<file path="config.mk">
export PLATFORM = sky130hd
export DESIGN_NAME = dma_status_reporting
export DESIGN_NICKNAME = d
export VERILOG_FILES = /design/src/design/dma_status_pkg.sv /design/src/design/state_code_map.sv /design/src/design/dma_status_reporting.sv
export SDC_FILE = /design/constraint.sdc
export NUM_CORES = 1
export LEC_CHECK = 0
export BUFFER_PORTS_ARGS = -buffer_cell sky130_fd_sc_hd__buf_2
export CAP_MARGIN = 20
export CORE_UTILIZATION = 44
export CTS_CLUSTER_DIAMETER = 80
export CTS_CLUSTER_SIZE = 12
export DETAILED_ROUTE_END_ITERATION = 12
export PLACE_DENSITY = 0.79
export SLEW_MARGIN = 40
export SYNTH_ARGS = -nofsm -noshare
export SYNTH_HDL_FRONTEND = slang
export SYNTH_SLANG_ARGS = --single-unit
export TNS_END_PERCENT = 100
</file>
<file path="constraint.sdc">
create_clock -name clk -period 1.8 [get_ports clk]
set_input_delay 0.36 -clock clk [delete_from_list [all_inputs] [get_ports clk]]
set_output_delay 0.36 -clock clk [all_outputs]
set_load 0.02 [all_outputs]
</file>
<file path="src/design/dma_status_pkg.sv">
// Package: offsets, bit positions and codes of the DMA status block
package dma_status_pkg;
  localparam logic [7:0] DMA_STATUS_OFFSET = 8'h28;
  localparam logic [7:0] SW_RESET_OFFSET = 8'h00;
  localparam int SW_RESET_BIT = 0;
  localparam int TX_DONE_BIT = 0;
  localparam int TX_STOPPED_BIT = 1;
  localparam int TX_DESC_UNAVAIL_BIT = 2;
  localparam int JABBER_BIT = 3;
  localparam int TX_UNDERFLOW_BIT = 5;
  localparam int RX_DONE_BIT = 6;
  localparam int RX_DESC_UNAVAIL_BIT = 7;
  localparam int RX_STOPPED_BIT = 8;
  localparam int RX_WATCHDOG_BIT = 9;
  localparam int TIMER_EXPIRED_BIT = 11;
  localparam int FATAL_BUS_ERROR_BIT = 13;
  localparam int ABNORMAL_SUMMARY_BIT = 15;
  localparam int NORMAL_SUMMARY_BIT = 16;
  localparam int RX_STATE_LSB = 17;
  localparam int TX_STATE_LSB = 20;
  localparam int BUS_ERROR_TYPE_LSB = 23;
  localparam logic [31:0] DMA_STATUS_RESET = 32'h0000_0000;
  localparam logic [31:0] EVENT_MASK = 32'h0000_2bef;
  localparam logic [2:0] TX_STOP = 3'h0;
  localparam logic [2:0] TX_READ_DESC = 3'h1;
  localparam logic [2:0] TX_TRANSMIT = 3'h2;
  localparam logic [2:0] TX_FIFO_FILL = 3'h3;
  localparam logic [2:0] TX_SUSPEND = 3'h6;
  localparam logic [2:0] TX_WRITE_DESC = 3'h7;
  localparam logic [2:0] RX_STOP = 3'h0;
  localparam logic [2:0] RX_READ_DESC = 3'h1;
  localparam logic [2:0] RX_CHECK = 3'h2;
  localparam logic [2:0] RX_WAIT = 3'h3;
  localparam logic [2:0] RX_SUSPEND = 3'h4;
  localparam logic [2:0] RX_WRITE_DESC = 3'h5;
  localparam logic [2:0] RX_FLUSH = 3'h6;
  localparam logic [2:0] RX_DRAIN = 3'h7;
  localparam logic [2:0] BET_PARITY = 3'h0;
  localparam logic [2:0] BET_MASTER_ABORT = 3'h1;
  localparam logic [2:0] BET_TARGET_ABORT = 3'h2;
endpackage

</file>
<file path="src/design/state_code_map.sv">
// Module: maps one-hot process activity to a three-bit state code
`timescale 1ns/1ps
`default_nettype none
module state_code_map (
  input wire logic clk,
  input wire logic rst_n,
  input wire logic [7:0] act,
  output logic [2:0] code
);
  logic [2:0] code_reg;
  logic [2:0] code_next;
  always_comb begin
    code_next = 3'h0;
    // Lowest active index from 1 up wins; bit 0 alone or idle means stop
    for (int i = 7; i >= 1; i = i - 1) begin
      if (act[i]) begin
        code_next = i[2:0];
      end
    end
  end
  always_ff @(posedge clk) begin
    if (!rst_n) begin
      code_reg <= 3'h0;
    end else begin
      code_reg <= code_next;
    end
  end
  assign code = code_reg;
endmodule
`default_nettype wire

</file>
<file path="src/design/dma_status_reporting.sv">
// Module: DMA status register, summary flags and fatal bus error lockout
//
// Strobed register access and the register offsets were left to the implementer.
`timescale 1ns/1ps
`default_nettype none
module dma_status_reporting (
  input wire logic clk,
  input wire logic rst_n,
  input wire logic [7:0] reg_addr,
  input wire logic [31:0] reg_wdata,
  input wire logic reg_write,
  input wire logic reg_read,
  output logic [31:0] reg_rdata,
  input wire logic [2:0] tx_state,
  input wire logic [2:0] rx_state,
  input wire logic tx_done_event,
  input wire logic tx_desc_unavail_event,
  input wire logic jabber_event,
  input wire logic tx_underflow_event,
  input wire logic rx_done_event,
  input wire logic rx_desc_unavail_event,
  input wire logic timer_expired_event,
  input wire logic rx_watchdog_event,
  input wire logic parity_error,
  input wire logic master_abort,
  input wire logic target_abort,
  input wire logic bus_request,
  output logic bus_grant_enable,
  output logic soft_reset
);
  typedef struct packed {
    logic [31:0] flags;
    logic [2:0] bus_error_type;
    logic [2:0] rx_prev;
    logic bus_locked;
    logic soft_reset;
    logic [31:0] rdata;
  } state_t;

  state_t st_reg;
  state_t st_next;
  logic [2:0] tx_code;
  logic [2:0] rx_code;
  logic [7:0] tx_act;
  logic [7:0] rx_act;
  logic [31:0] set_vec;
  logic [31:0] status_view;

  function automatic logic [7:0] onehot3(input logic [2:0] c);
    onehot3 = 8'h01 << c;
  endfunction

  // Registered code keeps the field glitch free for software reads
  always_comb begin
    tx_act = onehot3(tx_state);
    // Reserved codes are never reported
    if (tx_state == 3'h4 || tx_state == 3'h5) begin
      tx_act = onehot3(dma_status_pkg::TX_STOP);
    end
    rx_act = onehot3(rx_state);
  end

  state_code_map tx_map (
    .clk(clk),
    .rst_n(rst_n),
    .act(tx_act),
    .code(tx_code)
  );

  state_code_map rx_map (
    .clk(clk),
    .rst_n(rst_n),
    .act(rx_act),
    .code(rx_code)
  );

  always_comb begin
    set_vec = 32'h0;
    set_vec[dma_status_pkg::TX_DONE_BIT] = tx_done_event;
    set_vec[dma_status_pkg::TX_STOPPED_BIT] = (tx_code == dma_status_pkg::TX_STOP);
    set_vec[dma_status_pkg::TX_DESC_UNAVAIL_BIT] = tx_desc_unavail_event;
    set_vec[dma_status_pkg::JABBER_BIT] = jabber_event;
    set_vec[dma_status_pkg::TX_UNDERFLOW_BIT] = tx_underflow_event;
    set_vec[dma_status_pkg::RX_DONE_BIT] = rx_done_event;
    set_vec[dma_status_pkg::RX_DESC_UNAVAIL_BIT] = rx_desc_unavail_event;
    set_vec[dma_status_pkg::RX_STOPPED_BIT] = (rx_code == dma_status_pkg::RX_STOP) &&
                                              (st_reg.rx_prev != dma_status_pkg::RX_STOP);
    set_vec[dma_status_pkg::RX_WATCHDOG_BIT] = rx_watchdog_event;
    set_vec[dma_status_pkg::TIMER_EXPIRED_BIT] = timer_expired_event;
    set_vec[dma_status_pkg::FATAL_BUS_ERROR_BIT] = parity_error | master_abort |
                                                   target_abort;
  end

  // Summaries are combinational views of the latched flags
  always_comb begin
    status_view = st_reg.flags & dma_status_pkg::EVENT_MASK;
    status_view[dma_status_pkg::NORMAL_SUMMARY_BIT] =
      st_reg.flags[dma_status_pkg::TX_DONE_BIT] |
      st_reg.flags[dma_status_pkg::TX_DESC_UNAVAIL_BIT] |
      st_reg.flags[dma_status_pkg::RX_DONE_BIT];
    status_view[dma_status_pkg::ABNORMAL_SUMMARY_BIT] =
      st_reg.flags[dma_status_pkg::TX_STOPPED_BIT] |
      st_reg.flags[dma_status_pkg::JABBER_BIT] |
      st_reg.flags[dma_status_pkg::TX_UNDERFLOW_BIT] |
      st_reg.flags[dma_status_pkg::RX_DESC_UNAVAIL_BIT] |
      st_reg.flags[dma_status_pkg::RX_STOPPED_BIT] |
      st_reg.flags[dma_status_pkg::RX_WATCHDOG_BIT] |
      st_reg.flags[dma_status_pkg::TIMER_EXPIRED_BIT] |
      st_reg.flags[dma_status_pkg::FATAL_BUS_ERROR_BIT];
    status_view[dma_status_pkg::RX_STATE_LSB +: 3] = rx_code;
    status_view[dma_status_pkg::TX_STATE_LSB +: 3] = tx_code;
    status_view[dma_status_pkg::BUS_ERROR_TYPE_LSB +: 3] = st_reg.bus_error_type;
  end

  always_comb begin
    st_next = st_reg;
    st_next.rx_prev = rx_code;
    st_next.soft_reset = 1'b0;
    st_next.rdata = 32'h0;
    // Write-one clears; a same-cycle event wins over the clear
    if (reg_write && reg_addr == dma_status_pkg::DMA_STATUS_OFFSET) begin
      st_next.flags = st_reg.flags & ~(reg_wdata & dma_status_pkg::EVENT_MASK);
    end
    st_next.flags = (st_next.flags | set_vec) & dma_status_pkg::EVENT_MASK;
    // First cause is kept; later errors must not overwrite it
    if (!st_reg.bus_locked) begin
      if (parity_error) begin
        st_next.bus_error_type = dma_status_pkg::BET_PARITY;
      end else if (master_abort) begin
        st_next.bus_error_type = dma_status_pkg::BET_MASTER_ABORT;
      end else if (target_abort) begin
        st_next.bus_error_type = dma_status_pkg::BET_TARGET_ABORT;
      end
    end
    if (set_vec[dma_status_pkg::FATAL_BUS_ERROR_BIT]) begin
      st_next.bus_locked = 1'b1;
    end
    if (reg_write && reg_addr == dma_status_pkg::SW_RESET_OFFSET &&
        reg_wdata[dma_status_pkg::SW_RESET_BIT]) begin
      st_next.soft_reset = 1'b1;
      st_next.bus_locked = 1'b0;
      st_next.flags = 32'h0;
      st_next.bus_error_type = 3'h0;
    end
    if (reg_read) begin
      case (reg_addr)
        dma_status_pkg::DMA_STATUS_OFFSET: begin
          st_next.rdata = status_view;
        end
        dma_status_pkg::SW_RESET_OFFSET: begin
          st_next.rdata = 32'h0;
        end
        default: begin
          st_next.rdata = 32'h0;
        end
      endcase
    end
  end

  always_ff @(posedge clk) begin
    if (!rst_n) begin
      st_reg.flags <= dma_status_pkg::DMA_STATUS_RESET;
      st_reg.bus_error_type <= 3'h0;
      st_reg.rx_prev <= 3'h0;
      st_reg.bus_locked <= 1'b0;
      st_reg.soft_reset <= 1'b0;
      st_reg.rdata <= 32'h0;
    end else begin
      st_reg <= st_next;
    end
  end

  assign reg_rdata = st_reg.rdata;
  // Gate blocks new requests in the very cycle the error arrives
  assign bus_grant_enable = bus_request & ~st_reg.bus_locked &
                            ~set_vec[dma_status_pkg::FATAL_BUS_ERROR_BIT];
  assign soft_reset = st_reg.soft_reset;
endmodule
`default_nettype wire

</file>
==> summary.md <==
| Metric | Value |
|---|---|
| Cell taking the most area after synthesis | `dfxtp_1` |
| Hold_buf cts | `0` |
| Post_cts resized | `0` |
| # DRC | `0` |
| Share of cells above drive strength 1 | `34.5%` |
| First-pass GRT wire length | `4590 um` |
| Post-synth top flop | `dfxtp_1` |
| Worst EP required | `1.97 ns` |
| R2R Setup Slk | `0.76 ns` |
| Post-synth ARST share | `0%` |
| Multi-input combinational cell area | `621 um^2` |
| GPL Wtd Cong | `0.812` |
| Max FFs per register | `21` |
| Synth top area share | `51.2%` |
| Total wire length | `2990 um` |
| Post-DP HPWL | `2280 um` |
| Grt ovf | `0` |
| Die area | `4260 um^2` |
| Fmax | `677 MHz` |
| VDD IR-drop max | `0.355 mV` |
| R2R Path Start | `rx_map.code[1]` |
| Crit Path Class | `input port to flop` |
| Max Buffers Root-to-Sink | `2` |
| Worst-path fanout max | `7` |
| FF+latch count, synth | `45` |
| Final Util | `54.2%` |
| Status | `completed` |
| # nets final | `287` |
| IO Port Bufs | `63` |
| Final TNS setup | `0 ns` |
| 1st-iter DRT viols | `48` |
| Clock Latency Late Sink | `0.29 ns` |
| Setup violators final | `0` |
| Final Max Slew Viols | `0` |
| CP startpoint kind | `input port` |
| Sequential area share after synthesis | `51.2%` |
| Routed len/inst | `10.9 um` |
| Post-synth EDFFs | `0` |
| YS warnings | `0` |
| Cell with the most instances after synthesis | `dfxtp_1` |
| Sink Count | `45` |
| Worst Clk Skew | `0.00473 ns` |
| CTS root buf | `clkbuf_8` |
| Leakage power | `0.972 nW` |
| Number of diodes | `0` |
| Post CTS Setup Buffer Count | `0` |
| FF/Latch Area | `901 um^2` |
| Boundary pin count | `96` |
| Largest net degree at the start of global routing | `22` |
| Hold crit path type | `input port to flop` |
| Starting density of the core | `47.0%` |
| Final min period | `1.48 ns` |
| Final hold vios | `0` |
| Critical path startpoint | `reg_addr[1]` |
| Unrepaired setup endpoints after global routing | `false` |
| Synth Cell Area | `1760 um^2` |
| CTS tree | `yes` |
| Crit. End Element | `flop` |
| Avg Vias per Cell | `4.56` |
| Synth cell types | `31` |
| Synthesis-to-layout area growth | `15.3%` |
| Clock transition at the registers of the reported paths | `0.07 ns` |
| R2r worst-path depth | `2` |
| Core ar. | `3740 um^2` |
| Max Cap Violations | `0` |
| Synth area leaders | `dfxtp_1 (51%), buf_4 (14%), and2_1 (9.2%)` |
| Initial antenna violation count | `0` |
| Num rows | `22` |
| Layout fillers | `380` |
| Synth Instances | `176` |
| Via count | `1,249` |
| Post-route ant nets | `0` |
| Hold Startpoint | `tx_state[2]` |
| Pwr Density | `871 nW/um^2` |
| H-tree depth reported by CTS | `2` |
| GRT Overall Usage | `14.8%` |
| Crit path DAT | `1.65 ns` |
| Synth cell count leaders | `dfxtp_1 (45), buf_4 (32), and2_1 (26)` |
| Final worst path period share | `82.1%` |
| Vias in the first global route | `1,071` |
| Hold Crit Depth | `2` |
| Number of CTS-inserted buffers | `5` |
| Height of the die | `65.3 um` |
| Die width | `65.3 um` |
| First drt pass iteration count | `4` |
| Synthesized area per cell | `10.0 um^2` |
## placed cells by master, fill, tap and decap left out, drive strengths merged, types with 2 or more instances in the layout
master   n
buf     69
dfxtp   45
and2    26
nor2    15
conb    11
nor3b    9
a211oi   9
clkbuf   8
a21oi    5
nor3     4
and3     3
nand2    3
nor4     3
inv      2
or4      2
## final cells by class
type                            instances  area share [%]
Multi-Input combinational cell        102            30.6
Clock buffer                            8            3.95
Timing Repair Buffer                   69            17.8
Sequential cell                        45            44.4
Tap cell                               48            2.96
Inverter                                2           0.370
## cells by family (layout without fill, tap and decap cells)
| family | Yosys count | after routing | synth area share, % |
|---|---|---|---|
| AND/OR/NAND/NOR | 71 | 71 | 24.0 |
| flip-flops | 45 | 45 | 51.2 |
| buffers and inverters | 39 | 79 | 15.7 |
| AO/OA/AOI/OAI | 20 | 20 | 8.96 |
| other | 1 | 11 | 0.213 |
## final timing paths
check / end
setup / recovery: st_reg[43]
hold reg to reg: reg_rdata[20]
setup reg to reg: st_reg[48]
hold / removal: tx_map.code[0]
## through the flow
stage	worst slack [ns]	area (um^2)	std cells	hold WS [ns]	total power, mW
global route	0.266	2030	274	0.233	1.85
CTS	0.318	2030	274	0.235	1.79
detailed placement	0.00878	1950	266	0.443	1.22
floorplan	0.0925	1800	186	0.423	1.16
finish	0.322	2030	274	0.245	1.77
global placement	0.0313	1950	266	0.436	1.21
## layer usage
metal  routed length [um]  global-route usage, %
met1                 1280                   16.7
met2                 1420                   23.8
met3                  203                   4.51
met4                   84                   9.78
met5                    0                      0
## critical path, stage by stage
cell and delay, ns:
buf_2 0.10, or4_4 0.57, o41ai_4 0.36, buf_4 0.21, a211oi_1 0.05
## where the power goes
group / switching [mW] / leakage, nW / total (mW) / internal, mW
clock network: 0.300 / 0.0395 / 0.576 / 0.276
logic: 0.0786 / 0.564 / 0.147 / 0.0679
registers: 0.0186 / 0.369 / 1.05 / 1.03
Power figures use the tool's default switching activity.
